## src/flash_seq_regs.svh

```systemverilog
// register offsets, control bit positions and fixed values of the row write sequencer
`ifndef FLASH_SEQ_REGS_SVH
`define FLASH_SEQ_REGS_SVH
`define FRS_OFF_ADDR_LO 6'h00
`define FRS_OFF_ADDR_HI 6'h04
`define FRS_OFF_DATA_LO 6'h08
`define FRS_OFF_DATA_HI 6'h0C
`define FRS_OFF_CTRL 6'h10
`define FRS_OFF_KEY 6'h14
`define FRS_B_RD 0
`define FRS_B_WR 1
`define FRS_B_WRITE_ENABLE_BIT 2
`define FRS_B_WRITE_ERROR_FLAG 3
`define FRS_B_FREE 4
`define FRS_B_LATCH_ONLY_SEL 5
`define FRS_B_REGSEL 6
`define FRS_KEY_FIRST 8'h55
`define FRS_KEY_SECOND 8'hAA
`define FRS_BLANK 14'h3FFF
`define FRS_LAST_IDX 6'h3F
`define FRS_UID_LO 16'h8000
`define FRS_UID_HI 16'h8003
`define FRS_ID_LO 16'h8005
`define FRS_ID_HI 16'h8006
`define FRS_CFG_LO 16'h8007
`define FRS_CFG_HI 16'h800B
`define FRS_INFO_LO 16'h8100
`define FRS_INFO_HI 16'h82FF
`define FRS_EE_LO 16'hF000
`define FRS_EE_HI 16'hF0FF
`endif

```

## src/flash_seq_pkg.sv

```systemverilog
// types shared by the row write sequencer modules
`default_nettype none
package flash_seq_pkg;
	// sequencer states
	typedef enum logic [3:0] {
		ST_IDLE = 4'h0,
		ST_PRG_RD = 4'h1,
		ST_PRG_WR = 4'h2,
		ST_PRG_WAIT = 4'h3,
		ST_ERASE = 4'h4,
		ST_ERASE_WAIT = 4'h5,
		ST_RD = 4'h6,
		ST_RD_WAIT = 4'h7,
		ST_AWR = 4'h8,
		ST_AWR_WAIT = 4'h9
	} state_t;
	// unlock key progress
	typedef enum logic [1:0] {
		UL_IDLE = 2'h0,
		UL_KEY1 = 2'h1,
		UL_KEY2 = 2'h2
	} unlock_t;
endpackage
`default_nettype wire

```

## src/latch_if.sv

```systemverilog
// interface between sequencer and write latch buffer
`timescale 1ns/10ps
`default_nettype none
interface latch_if;
	logic wr_en; // store one latch word
	logic [5:0] wr_idx;
	logic [13:0] wr_data;
	logic [5:0] rd_idx;
	logic [13:0] rd_data; // registered read data
	logic blank; // return every latch to blank
	modport ctl(output wr_en, wr_idx, wr_data, rd_idx, blank, input rd_data);
	modport mem(input wr_en, wr_idx, wr_data, rd_idx, blank, output rd_data);
endinterface
`default_nettype wire

```

## src/flash_row_write_sequencer.sv

```systemverilog
// self-programming row write sequencer with AXI4-Lite registers
// Overview of operation
// - address above low six bits selects row
// - program never crosses the selected row
// - latches blank to 3FFF after program
// - latches blank after erase; unloaded stay blank
// - program start does no erase
// - erase always exactly one row
// - at most 64 words per program
// - latch-only set: unlock copies data to latch
// - latch-only clear: load last, program row
// - no load or program without unlock
// - interrupted unlock loads and programs nothing
// - region select steers to alternate region
// - user IDs, EEPROM read-write; IDs read only
// - config, calibration read only; rest none
// - bad alternate read clears data pair
// - error flag on protect, one-cycle reset, interruption
// - latch load ignores protect; protected program errors
//
// Added by the designer: register access over AXI4-Lite and the address map.
`timescale 1ns/10ps
`default_nettype none
`include "flash_seq_regs.svh"
module flash_row_write_sequencer (
	input wire logic aclk,
	input wire logic aresetn,
	input wire logic [5:0] s_awaddr,
	input wire logic [2:0] s_awprot,
	input wire logic s_awvalid,
	output logic s_awready,
	input wire logic [31:0] s_wdata,
	input wire logic [3:0] s_wstrb,
	input wire logic s_wvalid,
	output logic s_wready,
	output logic [1:0] s_bresp,
	output logic s_bvalid,
	input wire logic s_bready,
	input wire logic [5:0] s_araddr,
	input wire logic [2:0] s_arprot,
	input wire logic s_arvalid,
	output logic s_arready,
	output logic [31:0] s_rdata,
	output logic [1:0] s_rresp,
	output logic s_rvalid,
	input wire logic s_rready,
	input wire logic [8:0] wp_rows,
	output logic [14:0] flash_addr,
	output logic flash_region,
	output logic [13:0] flash_wdata,
	output logic flash_wr,
	output logic flash_erase,
	output logic flash_rd,
	input wire logic flash_done,
	input wire logic [13:0] flash_rdata
);
	latch_if lif();
	flash_seq_pkg::state_t state_r, state_nxt;
	flash_seq_pkg::unlock_t ul_r, ul_nxt;
	logic [14:0] addr_r, addr_nxt; // address pair
	logic [13:0] data_r, data_nxt; // data pair
	logic regsel_r, regsel_nxt, latch_only_sel_r, latch_only_sel_nxt, free_r, free_nxt;
	logic write_enable_bit_r, write_enable_bit_nxt, write_error_flag_r, write_error_flag_nxt;
	logic [5:0] idx_r, idx_nxt; // latch walk index
	logic [14:0] fa_r, fa_nxt;
	logic [13:0] fd_r, fd_nxt;
	logic freg_r, freg_nxt, fwr_r, fwr_nxt, fer_r, fer_nxt, frd_r, frd_nxt;
	logic aw_h_r, aw_h_nxt, w_h_r, w_h_nxt, bv_r, bv_nxt, rv_r, rv_nxt;
	logic [5:0] aw_a_r, aw_a_nxt;
	logic [7:0] wb_r, wb_nxt; // only the low byte is implemented
	logic wen_r, wen_nxt;
	logic [1:0] br_r, br_nxt, rr_r, rr_nxt;
	logic [31:0] rd_r, rd_nxt;
	logic do_wr, busy, wr_busy, rd_busy, start, rd_req, hw_err, prot;
	logic alt_rd_ok, alt_wr_ok;
	logic [2:0] wsel;
	logic [7:0] ctl_rb;

	// map a byte address to a register number, 7 when unmapped
	function automatic logic [2:0] reg_sel(input logic [5:0] a);
		case (a)
			`FRS_OFF_ADDR_LO: reg_sel = 3'h0;
			`FRS_OFF_ADDR_HI: reg_sel = 3'h1;
			`FRS_OFF_DATA_LO: reg_sel = 3'h2;
			`FRS_OFF_DATA_HI: reg_sel = 3'h3;
			`FRS_OFF_CTRL: reg_sel = 3'h4;
			`FRS_OFF_KEY: reg_sel = 3'h5;
			default: reg_sel = 3'h7;
		endcase
	endfunction

	latch_buffer #(.DEPTH(64)) u_latch (.aclk(aclk), .aresetn(aresetn), .lif(lif.mem));
	region_check u_region (.addr(addr_r), .rd_ok(alt_rd_ok), .wr_ok(alt_wr_ok));

	// handshake and status decode
	always_comb begin
		busy = state_r != flash_seq_pkg::ST_IDLE;
		rd_busy = state_r == flash_seq_pkg::ST_RD || state_r == flash_seq_pkg::ST_RD_WAIT;
		wr_busy = busy && !rd_busy; // start bit reads back as write in flight
		s_awready = !aw_h_r && !bv_r;
		s_wready = !w_h_r && !bv_r;
		s_arready = !rv_r;
		do_wr = aw_h_r && w_h_r && !bv_r;
		wsel = reg_sel(aw_a_r);
		prot = addr_r[14:6] < wp_rows;
		ctl_rb = {1'b0, regsel_r, latch_only_sel_r, free_r, write_error_flag_r, write_enable_bit_r, wr_busy, rd_busy};
	end

	// bus slave: write address and data taken in either order
	always_comb begin
		aw_h_nxt = aw_h_r;
		w_h_nxt = w_h_r;
		aw_a_nxt = aw_a_r;
		wb_nxt = wb_r;
		wen_nxt = wen_r;
		bv_nxt = bv_r;
		br_nxt = br_r;
		rv_nxt = rv_r;
		rr_nxt = rr_r;
		rd_nxt = rd_r;
		if (s_awvalid && s_awready) begin
			aw_h_nxt = 1'b1;
			aw_a_nxt = s_awaddr;
		end
		if (s_wvalid && s_wready) begin
			w_h_nxt = 1'b1;
			wb_nxt = s_wdata[7:0];
			wen_nxt = s_wstrb[0];
		end
		if (do_wr) begin
			aw_h_nxt = 1'b0;
			w_h_nxt = 1'b0;
			bv_nxt = 1'b1;
			br_nxt = (wsel == 3'h7) ? 2'h2 : 2'h0; // unmapped answers SLVERR
		end
		if (bv_r && s_bready)
			bv_nxt = 1'b0;
		if (rv_r && s_rready)
			rv_nxt = 1'b0;
		if (s_arvalid && s_arready) begin
			rv_nxt = 1'b1;
			rr_nxt = 2'h0;
			case (reg_sel(s_araddr))
				3'h0: rd_nxt = {24'h000000, addr_r[7:0]};
				3'h1: rd_nxt = {24'h000000, 1'b1, addr_r[14:8]};
				3'h2: rd_nxt = {24'h000000, data_r[7:0]};
				3'h3: rd_nxt = {26'h0000000, data_r[13:8]};
				3'h4: rd_nxt = {24'h000000, ctl_rb};
				3'h5: rd_nxt = 32'h00000000; // key register reads zero
				default: begin
					rd_nxt = 32'h00000000;
					rr_nxt = 2'h2;
				end
			endcase
		end
	end

	// register writes, unlock tracking and the sequencer
	always_comb begin
		state_nxt = state_r;
		ul_nxt = ul_r;
		addr_nxt = addr_r;
		data_nxt = data_r;
		regsel_nxt = regsel_r;
		latch_only_sel_nxt = latch_only_sel_r;
		free_nxt = free_r;
		write_enable_bit_nxt = write_enable_bit_r;
		write_error_flag_nxt = write_error_flag_r;
		idx_nxt = idx_r;
		fa_nxt = fa_r;
		fd_nxt = fd_r;
		freg_nxt = freg_r;
		fwr_nxt = 1'b0;
		fer_nxt = 1'b0;
		frd_nxt = 1'b0;
		lif.wr_en = 1'b0;
		lif.wr_idx = addr_r[5:0];
		lif.wr_data = data_r;
		lif.rd_idx = idx_r;
		lif.blank = 1'b0;
		start = 1'b0;
		rd_req = 1'b0;
		hw_err = 1'b0;
		// writes are ignored while an operation runs, which also freezes the address
		if (do_wr && wen_r && !busy) begin
			case (wsel)
				3'h0: addr_nxt[7:0] = wb_r;
				3'h1: addr_nxt[14:8] = wb_r[6:0];
				3'h2: data_nxt[7:0] = wb_r;
				3'h3: data_nxt[13:8] = wb_r[5:0];
				3'h4: begin
					regsel_nxt = wb_r[`FRS_B_REGSEL];
					latch_only_sel_nxt = wb_r[`FRS_B_LATCH_ONLY_SEL];
					free_nxt = wb_r[`FRS_B_FREE];
					write_enable_bit_nxt = wb_r[`FRS_B_WRITE_ENABLE_BIT];
					write_error_flag_nxt = wb_r[`FRS_B_WRITE_ERROR_FLAG];
					rd_req = wb_r[`FRS_B_RD] && !wb_r[`FRS_B_WR];
				end
				default: ;
			endcase
			// key steps must arrive as consecutive writes
			case (ul_r)
				flash_seq_pkg::UL_IDLE: begin
					if (wsel == 3'h5 && wb_r == `FRS_KEY_FIRST)
						ul_nxt = flash_seq_pkg::UL_KEY1;
				end
				flash_seq_pkg::UL_KEY1: begin
					if (wsel == 3'h5 && wb_r == `FRS_KEY_SECOND) begin
						ul_nxt = flash_seq_pkg::UL_KEY2;
					end else begin
						ul_nxt = flash_seq_pkg::UL_IDLE;
						hw_err = 1'b1;
					end
				end
				flash_seq_pkg::UL_KEY2: begin
					ul_nxt = flash_seq_pkg::UL_IDLE;
					if (wsel == 3'h4 && wb_r[`FRS_B_WR] && wb_r[`FRS_B_WRITE_ENABLE_BIT])
						start = 1'b1;
					else
						hw_err = 1'b1;
				end
				default: ul_nxt = flash_seq_pkg::UL_IDLE;
			endcase
		end
		// operation launch uses the freshly written control bits
		if (start) begin
			if (regsel_nxt) begin
				if (alt_wr_ok)
					state_nxt = flash_seq_pkg::ST_AWR;
				else
					hw_err = 1'b1;
			end else if (free_nxt) begin
				if (prot)
					hw_err = 1'b1;
				else
					state_nxt = flash_seq_pkg::ST_ERASE;
			end else begin
				lif.wr_en = 1'b1;
				if (!latch_only_sel_nxt) begin
					idx_nxt = 6'h00;
					if (prot)
						hw_err = 1'b1;
					else
						state_nxt = flash_seq_pkg::ST_PRG_RD;
				end
			end
		end else if (rd_req) begin
			if (regsel_nxt && !alt_rd_ok)
				data_nxt = 14'h0000;
			else
				state_nxt = flash_seq_pkg::ST_RD;
		end
		case (state_r)
			flash_seq_pkg::ST_IDLE: ;
			flash_seq_pkg::ST_PRG_RD: state_nxt = flash_seq_pkg::ST_PRG_WR;
			flash_seq_pkg::ST_PRG_WR: begin
				fwr_nxt = 1'b1;
				freg_nxt = 1'b0;
				fa_nxt = {addr_r[14:6], idx_r};
				fd_nxt = lif.rd_data;
				state_nxt = flash_seq_pkg::ST_PRG_WAIT;
			end
			flash_seq_pkg::ST_PRG_WAIT: begin
				if (flash_done) begin
					if (idx_r == `FRS_LAST_IDX) begin
						lif.blank = 1'b1;
						state_nxt = flash_seq_pkg::ST_IDLE;
					end else begin
						idx_nxt = idx_r + 6'h01;
						state_nxt = flash_seq_pkg::ST_PRG_RD;
					end
				end
			end
			flash_seq_pkg::ST_ERASE: begin
				fer_nxt = 1'b1;
				freg_nxt = 1'b0;
				fa_nxt = {addr_r[14:6], 6'h00};
				state_nxt = flash_seq_pkg::ST_ERASE_WAIT;
			end
			flash_seq_pkg::ST_ERASE_WAIT: begin
				if (flash_done) begin
					lif.blank = 1'b1;
					free_nxt = 1'b0;
					state_nxt = flash_seq_pkg::ST_IDLE;
				end
			end
			flash_seq_pkg::ST_RD: begin
				frd_nxt = 1'b1;
				freg_nxt = regsel_r;
				fa_nxt = addr_r;
				state_nxt = flash_seq_pkg::ST_RD_WAIT;
			end
			flash_seq_pkg::ST_RD_WAIT: begin
				if (flash_done) begin
					data_nxt = flash_rdata;
					state_nxt = flash_seq_pkg::ST_IDLE;
				end
			end
			flash_seq_pkg::ST_AWR: begin
				fwr_nxt = 1'b1;
				freg_nxt = 1'b1;
				fa_nxt = addr_r;
				fd_nxt = data_r;
				state_nxt = flash_seq_pkg::ST_AWR_WAIT;
			end
			flash_seq_pkg::ST_AWR_WAIT: begin
				if (flash_done)
					state_nxt = flash_seq_pkg::ST_IDLE;
			end
			default: state_nxt = flash_seq_pkg::ST_IDLE;
		endcase
		if (hw_err)
			write_error_flag_nxt = 1'b1;
	end

	// registers; a one-cycle reset during a write or erase leaves the error flag set, a longer one clears it
	always_ff @(posedge aclk) begin
		if (!aresetn) begin
			state_r <= flash_seq_pkg::ST_IDLE;
			ul_r <= flash_seq_pkg::UL_IDLE;
			write_error_flag_r <= wr_busy;
			addr_r <= 15'h0000;
			data_r <= 14'h0000;
			{regsel_r, latch_only_sel_r, free_r, write_enable_bit_r} <= 4'h0;
			idx_r <= 6'h00;
			fa_r <= 15'h0000;
			fd_r <= 14'h0000;
			{freg_r, fwr_r, fer_r, frd_r} <= 4'h0;
			{aw_h_r, w_h_r, bv_r, rv_r, wen_r} <= 5'h00;
			aw_a_r <= 6'h00;
			wb_r <= 8'h00;
			br_r <= 2'h0;
			rr_r <= 2'h0;
			rd_r <= 32'h00000000;
		end else begin
			state_r <= state_nxt;
			ul_r <= ul_nxt;
			write_error_flag_r <= write_error_flag_nxt;
			addr_r <= addr_nxt;
			data_r <= data_nxt;
			{regsel_r, latch_only_sel_r, free_r, write_enable_bit_r} <= {regsel_nxt, latch_only_sel_nxt, free_nxt, write_enable_bit_nxt};
			idx_r <= idx_nxt;
			fa_r <= fa_nxt;
			fd_r <= fd_nxt;
			{freg_r, fwr_r, fer_r, frd_r} <= {freg_nxt, fwr_nxt, fer_nxt, frd_nxt};
			{aw_h_r, w_h_r, bv_r, rv_r, wen_r} <= {aw_h_nxt, w_h_nxt, bv_nxt, rv_nxt, wen_nxt};
			aw_a_r <= aw_a_nxt;
			wb_r <= wb_nxt;
			br_r <= br_nxt;
			rr_r <= rr_nxt;
			rd_r <= rd_nxt;
		end
	end

	assign s_bvalid = bv_r;
	assign s_bresp = br_r;
	assign s_rvalid = rv_r;
	assign s_rresp = rr_r;
	assign s_rdata = rd_r;
	assign flash_addr = fa_r;
	assign flash_region = freg_r;
	assign flash_wdata = fd_r;
	assign flash_wr = fwr_r;
	assign flash_erase = fer_r;
	assign flash_rd = frd_r;
endmodule
`default_nettype wire

```

## src/latch_buffer.sv

```systemverilog
// row write latch buffer with single-cycle blanking
`timescale 1ns/10ps
`default_nettype none
`include "flash_seq_regs.svh"
module latch_buffer #(
	parameter int DEPTH = 64
) (
	input wire logic aclk,
	input wire logic aresetn,
	latch_if.mem lif
);
	logic [13:0] mem_r [DEPTH]; // word store, no reset needed
	logic [DEPTH-1:0] valid_r; // per-latch loaded flag
	logic [DEPTH-1:0] valid_nxt;
	logic [13:0] rd_data_r;
	logic [13:0] rd_data_nxt;

	// blank clears valid flags only, so blanking costs one cycle not 64
	always_comb begin
		valid_nxt = valid_r;
		if (lif.wr_en)
			valid_nxt[lif.wr_idx] = 1'b1;
		if (lif.blank)
			valid_nxt = '0;
		rd_data_nxt = valid_r[lif.rd_idx] ? mem_r[lif.rd_idx] : `FRS_BLANK;
	end

	// state registers
	always_ff @(posedge aclk) begin
		if (!aresetn) begin
			valid_r <= '0;
			rd_data_r <= `FRS_BLANK;
		end else begin
			valid_r <= valid_nxt;
			rd_data_r <= rd_data_nxt;
		end
	end

	// memory write port
	always_ff @(posedge aclk) begin
		if (lif.wr_en)
			mem_r[lif.wr_idx] <= lif.wr_data;
	end

	assign lif.rd_data = rd_data_r;
endmodule
`default_nettype wire

```

## src/region_check.sv

```systemverilog
// permission decode for the alternate region
`timescale 1ns/10ps
`default_nettype none
`include "flash_seq_regs.svh"
module region_check (
	input wire logic [14:0] addr,
	output logic rd_ok,
	output logic wr_ok
);
	logic [15:0] full; // alternate region sits at the top half

	// inclusive range test
	function automatic logic in_rng(input logic [15:0] a, input logic [15:0] lo,
		input logic [15:0] hi);
		in_rng = (a >= lo) && (a <= hi);
	endfunction

	// unlisted addresses give no access at all
	always_comb begin
		full = {1'b1, addr};
		wr_ok = in_rng(full, `FRS_UID_LO, `FRS_UID_HI) ||
			in_rng(full, `FRS_EE_LO, `FRS_EE_HI);
		rd_ok = wr_ok || in_rng(full, `FRS_ID_LO, `FRS_ID_HI) ||
			in_rng(full, `FRS_CFG_LO, `FRS_CFG_HI) ||
			in_rng(full, `FRS_INFO_LO, `FRS_INFO_HI);
	end
endmodule
`default_nettype wire

```

## config.mk

```make
export PLATFORM = sky130hd
export DESIGN_NAME = flash_row_write_sequencer
export DESIGN_NICKNAME = d
export VERILOG_FILES = /design/src/flash_seq_pkg.sv /design/src/latch_if.sv /design/src/flash_row_write_sequencer.sv /design/src/latch_buffer.sv /design/src/region_check.sv
export VERILOG_INCLUDE_DIRS = /design/src
export SDC_FILE = /design/constraint.sdc
export NUM_CORES = 1
export LEC_CHECK = 0
export CAP_MARGIN = 20
export CORE_MARGIN = 1
export CORE_UTILIZATION = 52
export DETAILED_ROUTE_END_ITERATION = 12
export DONT_BUFFER_PORTS = 1
export GPL_TIMING_DRIVEN = 0
export PLACE_DENSITY = 0.69
export REMOVE_ABC_BUFFERS = 1
export SETUP_SLACK_MARGIN = 0.02
export SYNTH_ARGS = -nofsm -noshare
export SYNTH_HDL_FRONTEND = slang
export SYNTH_SLANG_ARGS = --single-unit
```

## constraint.sdc

```tcl
create_clock -name aclk -period 3.5 [get_ports aclk]
set_clock_uncertainty 0.15 [all_clocks]
set_input_delay 0.7 -clock aclk [delete_from_list [all_inputs] [get_ports aclk]]
set_output_delay 0.7 -clock aclk [all_outputs]
set_load 0.005 [all_outputs]
```

==> Word-level counts from Yosys, hierarchy flattened <==
Memory sizes are Yosys's and may differ from the RTL's. A register that Yosys moved wholly into a read port is not among the register bits.
Index checks and enable logic that the tools add are counted.
{ "word_totals": {"in_bits": 85, "word_cells": 230, "out_inout_bits": 74, "memories": 1, "register_bits": 198, "mem_bits_rw": 896} }
{ "memory_table": {"columns": ["memory", "depth", "word_bits", "read_ports", "rd_clocked_by_memory_dff", "write_ports", "line_no", "text"], "rows": [
  ["u_latch.mem_r", 64, 14, 1, 1, 1, "latch_buffer.sv:12", "logic [13:0] mem_r [DEPTH];"]
]} }
{ "classes": {"mux": 85, "add_sub_neg": 1, "eq_ne": 38, "order_cmp": 13, "bitwise_logic": 2, "reduce_logical": 62} }
{ "ops": {"columns": ["operator", "n"], "rows": [
  ["14-bit 2-to-1 mux", 6],
  ["16-bit <= comparator, second input constant", 5],
  ["16-bit >= comparator, second input constant", 4],
  ["64-bit OR", 1],
  ["6-bit 2-to-1 mux", 8],
  ["15-bit one-hot mux with 3 select lines", 1],
  ["4-bit 2-to-1 mux", 11],
  ["1-bit 2-to-1 mux", 42],
  ["8-bit one-hot mux with 5 select lines", 1],
  ["3-bit one-hot mux with 6 select lines", 2],
  ["4-bit one-hot mux with 8 select lines", 1],
  ["14-bit one-hot mux with 2 select lines", 1],
  ["6-bit by 4-bit equality test with 1-bit output, second input constant", 4],
  ["6-bit by 5-bit equality test with 1-bit output, second input constant", 4],
  ["1-bit logical AND", 23],
  ["4-bit by 3-bit equality test with 1-bit output, second input constant", 4],
  ["3-bit equality test, second input constant", 5],
  ["6-bit by 7-bit less-than comparator with 1-bit output, second input constant", 2],
  ["3-bit by 2-bit equality test with 1-bit output, second input constant", 4],
  ["6-bit by 3-bit equality test with 1-bit output, second input constant", 2],
  ["6-bit zero test", 2],
  ["2-bit AND reduction", 6],
  ["2-bit OR reduction", 6],
  ["1-bit zero test", 9],
  ["32 further kinds", 47]
]} }

==> Depth between registers and ports, before layout <==
{ "logic_depth": {"word_depth": 15, "mapped_depth": 12, "depth_no_buf": 8} }

==> By module <==
From an unflattened synthesis, not the netlist that was laid out.
{ "hier_totals": {"cells_unflattened": 2395, "hier_area_um2": 42550.8} }
{ "by_module_without_submodules": {"columns": ["module", "cells_per_inst", "n_inst", "area_per_inst_um2"], "rows": [
  ["latch_buffer", 1708, 1, 36796.5],
  ["flash_row_write_sequencer", 672, 1, 5637.9],
  ["region_check", 15, 1, 116.4]
]} }

==> Least setup slack after synthesis <==
OpenSTA, ideal clock, no wires.
{ "synth_timing": {"path_type": "register to register", "start": "reg state_r[2]", "end": "mem u_latch.mem_r[62][0] (enable)", "synth_period_minus_slack_ns": 2.779, "required_time_ns": 2.964, "setup_slack_ns": 0.721, "path_buffers": 1, "path_stages_with_launch": 7, "arrival_ns": 2.243, "cell_sequence": "dfxtp_1 -> buf_2 -> nor3_2 -> nand4_1 -> nor2_2 -> nand3_1 -> nor2_1"} }
{ "synth_between": {"elab_chain_cells": 9, "word_cells_on_any_way": 11, "classes_between": "mux: 8; reduce/logical: 3"} }
{ "synth_lines": {"columns": ["item", "line_no", "text"], "rows": [
  ["start, declared", "flash_row_write_sequencer.sv:58", "flash_seq_pkg::state_t state_r, state_nxt;"],
  ["start signal, assigned", "flash_row_write_sequencer.sv:319", "state_r <= flash_seq_pkg::ST_IDLE;"],
  ["start signal, assigned", "flash_row_write_sequencer.sv:336", "state_r <= state_nxt;"],
  ["4-bit nonzero test *", "flash_row_write_sequencer.sv:97", "busy = state_r != flash_seq_pkg::ST_IDLE;"],
  ["1-bit zero test *", "flash_row_write_sequencer.sv:185", "if (do_wr && wen_r && !busy) begin"],
  ["1-bit logical AND *", "flash_row_write_sequencer.sv:185", null],
  ["1-bit 2-to-1 mux", "flash_row_write_sequencer.sv:185", null],
  ["1-bit 2-to-1 mux", "flash_row_write_sequencer.sv:232", "end else if (free_nxt) begin"],
  ["1-bit 2-to-1 mux", "flash_row_write_sequencer.sv:227", "if (regsel_nxt) begin"],
  ["1-bit 2-to-1 mux *", "flash_row_write_sequencer.sv:226", "if (start) begin"],
  ["1-bit 2-to-1 mux *", "latch_buffer.sv:41", "if (lif.wr_en)"],
  ["1-bit 2-to-1 mux (implied by the code) *", "latch_buffer.sv:42", "mem_r[lif.wr_idx] <= lif.wr_data;"],
  ["end, declared", "latch_buffer.sv:12", null]
]} }
Mark *: on every way between the ends. The rest lies on a longest branch, timed or not.

==> Final worst setup path <==
{ "layout_timing": {"start": "reg aw_a_r[5]", "end": "mem u_latch.mem_r[23][10] (enable)"} }
{ "layout_between": {"elab_chain_cells": 11, "word_cells_on_any_way": 22, "classes_between": "eq/ne: 6; mux: 13; reduce/logical: 3"} }
{ "layout_lines": {"columns": ["item", "line_no", "text"], "rows": [
  ["start, declared", "flash_row_write_sequencer.sv:69", "logic [5:0] aw_a_r, aw_a_nxt;"],
  ["start signal, assigned", "flash_row_write_sequencer.sv:347", "aw_a_r <= aw_a_nxt;"],
  ["6-bit by 5-bit equality test with 1-bit output (tied with other cells)", "flash_row_write_sequencer.sv:81", "case (a)"],
  ["3-bit one-hot mux with 6 select lines *", "flash_row_write_sequencer.sv:81", null],
  ["3-bit equality test *", "flash_row_write_sequencer.sv:186, flash_row_write_sequencer.sv:217", null],
  ["1-bit logical AND (2 in a row)", "flash_row_write_sequencer.sv:217", "if (wsel == 3'h4 && wb_r[`FRS_B_WR] && wb_r[`FRS_B_WRITE_ENABLE_BIT])"],
  ["1-bit 2-to-1 mux", "flash_row_write_sequencer.sv:217", null],
  ["1-bit 2-to-1 mux", "flash_row_write_sequencer.sv:202", "case (ul_r)"],
  ["1-bit 2-to-1 mux", "flash_row_write_sequencer.sv:185", null],
  ["1-bit 2-to-1 mux *", "flash_row_write_sequencer.sv:226", null],
  ["1-bit 2-to-1 mux *", "latch_buffer.sv:41", null],
  ["1-bit 2-to-1 mux (implied by the code) *", "latch_buffer.sv:42", null]
]} }
Marked as above.

==> reports/qor.yml <==
status: "completed"
clock_latency_ps: 670
setup_violations: 0
ys_ff_latch: 1082
worst_setup_path_end_kind: "flop"
synthFlopType: "edfxtp_1"
drive_gt1_frac: 0.236
synth_top_area_frac: 0.630
switching_share: 0.209
fmax_ghz: 0.290
finalHoldWorstSlack_ps: 38.9
cts_root_buffer: "clkbuf_16"
grt_pass1_wl_um: 151000
path_clk_slew_ps: 60
antenna_found_initial: 2
hold_viol: 0
leakage_nw: 17.2
finalCriticalPeriod_ps: 3450
dp.cells: 3370
htree_levels: 3
tightest_slew_ps: 1010
drt-total-wl_um: 103000
synth_seq_area_share: 0.716
grt_start_max_net_pins: 63
critPathKind: "reg2reg"
port_buffers: 0
synth_edf_count: 897
slowest_delay_ps: 530
syn_inst: 2379
coreArea_um2: 80900
netlist_area_um2: 42800
rows: 104
cpLargestDelayFamily: "simple AND/OR/NAND/NOR gates"
drt_pass1_iterations: 6
area_growth_pct: 14.8
rsz0062_at_grt: "yes"
drv_cap: 0
setup_slack_ps: 48.4
final_util: 0.607
slew_headroom: 0.323
multi_input_area_um2: 11700
crit_chain: "nor3_1 -> nand4_1 -> nor4_4 -> nand2_2 -> nor2_2 -> buf_8"
path_buf_inv: 1
synthTopCellsByArea: "edfxtp_1 63%, mux4_2 12%, dfxtp_1 8.7%"
fin_crit_sh: 0.986
ys_warn_count: 0
clkPwrFrac: 0.427
crit_fanout: 12
final_nets: 2562
grtUsageTotal: 0.249
critPathSlowestCell: "nor3_1"
die_y_um: 289
start_kind: "flop"
switching_power_mw: 5.44
clockBufferDepth: 3
peakVddDrop_v: 0.000434
p_int_mw: 20.6
finalMaxSlewViolations: 0
synth-async-reset-ratio: 0
worstPathRequired_ps: 3710
drc_errors: 0
preCtsSetupSlack_ps: -772
pwr-share-comb: 0.034
nFillCells: 5679
die_w_um: 289
tritoncts: "built"
synth_area_leader_cell: "edfxtp_1"
dp_hpwl_um: 63400
vias_per_cell: 6.29
cts_buffers: 106
drtIter0Drc: 2297
pwr-share-seq: 0.539
ant_nets: 0
die_area_um2: 83400
finalNonFillerCells: 3621
grt_overflow: 0
grt_pass1_vias: 23200
p_per_area_nw_per_um2: 531
ios: 159
synth_cell_types: 67
vias: 22800
arrival_ps: 3660
place.gp.congestion: 0.906
wire_per_inst_um: 28.4
register_area_um2: 30700
start_util: 0.529
power_mw: 26.1
avgSynthCellArea_um2: 18.0
hold_path_class: "in2reg"
cts.sinks: 1082
timing repair:
item,in CTS,in global routing
gates resized for setup,42,34
hold endpoints to repair,27,0
endpoints found under the setup margin,740,878
pin swaps,3,13
buffers inserted,7,12
cloned,2,0
hold buffers,24,0
placed cells by master (no fill, tap or decap), types with 8 or more instances in the layout:
cell	Yosys	routed
a211oi_1	21	21
a21oi_1	54	53
a22oi_1	83	82
a31oi_1	13	11
buf_12	2	32
buf_16	0	13
buf_6	14	14
buf_8	2	28
clkbuf_1	61	26
clkbuf_16	0	111
clkbuf_8	0	12
clkinv_1	1	13
clkinv_2	0	26
conb_1	1	26
dfxtp_1	185	167
dfxtp_2	0	14
dlygate4sd3_1	0	24
edfxtp_1	897	897
ha_1	12	12
inv_1	22	21
mux2i_1	136	136
mux4_1	13	13
mux4_2	228	228
nand2_1	97	93
nand2b_1	12	12
nand3_1	37	33
nand3b_1	8	8
nor2_1	147	83
nor2_2	1	23
nor2_4	0	42
nor2b_1	13	11
nor3_1	18	16
o21a_1	71	71
o21ai_0	48	46
o21ai_1	6	8
o22ai_1	12	12
worst paths after layout:
check / start / endpoint / cells after the start / slack (ps)
max: aw_a_r[5] / u_latch.mem_r[23][10] / 6 / 50
min: aresetn / s_rresp[1] / 2 / 40
max reg2reg: aw_a_r[5] / u_latch.mem_r[23][10] / 6 / 50
min reg2reg: u_latch.valid_r[1] / u_latch.valid_r[1] / 1 / 310
synth_stat cells, types with 37 or more instances:
master / instances
a21oi_1: 54
a22oi_1: 83
buf_4: 47
clkbuf_1: 61
dfxtp_1: 185
edfxtp_1: 897
mux2i_1: 136
mux4_2: 228
nand2_1: 97
nand3_1: 37
nor2_1: 147
o21a_1: 71
o21ai_0: 48
flip-flops by register name, summed over array words and instances (netlist names), 2 cells and up:
name	count
u_latch.lif.rd_data	14
state_r	4
ul_r	2
u_latch.valid_r	64
idx_r	6
data_r	14
addr_r	15
u_latch.mem_r	896
flash_wdata	14
flash_addr	15
s_rdata	8
aw_a_r	6
wb_r	8
area by class of cell:
class | count | share of cell area
diodes | 2 | 0.000102
clock inverters | 50 | 0.00775
multi-input cells | 1135 | 0.238
well taps | 1060 | 0.0270
clock buffers | 152 | 0.0622
repair buffers | 117 | 0.0389
inverters | 23 | 0.00176
flip-flops and latches | 1082 | 0.625
routing by layer:
layer / share of wire / GRT usage
met1: 0.39 / 0.332
met2: 0.48 / 0.401
met3: 0.090 / 0.0642
met4: 0.035 / 0.0862
met5: 0.00026 / 0
kinds of logic after synthesis:
| group | count (synthesis) | synth area share |
|---|---|---|
| compound gates | 335 | 0.0523 |
| fa+ha+maj | 12 | 0.00351 |
| buf+inv | 187 | 0.0254 |
| flops | 1082 | 0.716 |
| mux | 382 | 0.161 |
| other cells | 1 | 0.0000876 |
| simple gates | 380 | 0.0414 |
stage by stage:
step,TNS [ps],instance area (um^2)
after floorplan,-789890,41900
after global placement,-1789650,43200
after detailed placement,-174730,44600
after CTS,-40450,48700
after global routing,-5780,49100
final,0,49100
power groups by stage:
stage / sequential (mW) / combinational (mW) / clock [mW]
after floorplan: 14.3 / 0.625 / 0
after global placement: 14.4 / 0.783 / 0
after detailed placement: 14.3 / 0.823 / 0
after CTS: 14.0 / 0.873 / 11.3
after global routing: 14.1 / 0.959 / 11.8
final: 14.0 / 0.887 / 11.1
(Power assumes the default switching activity.)
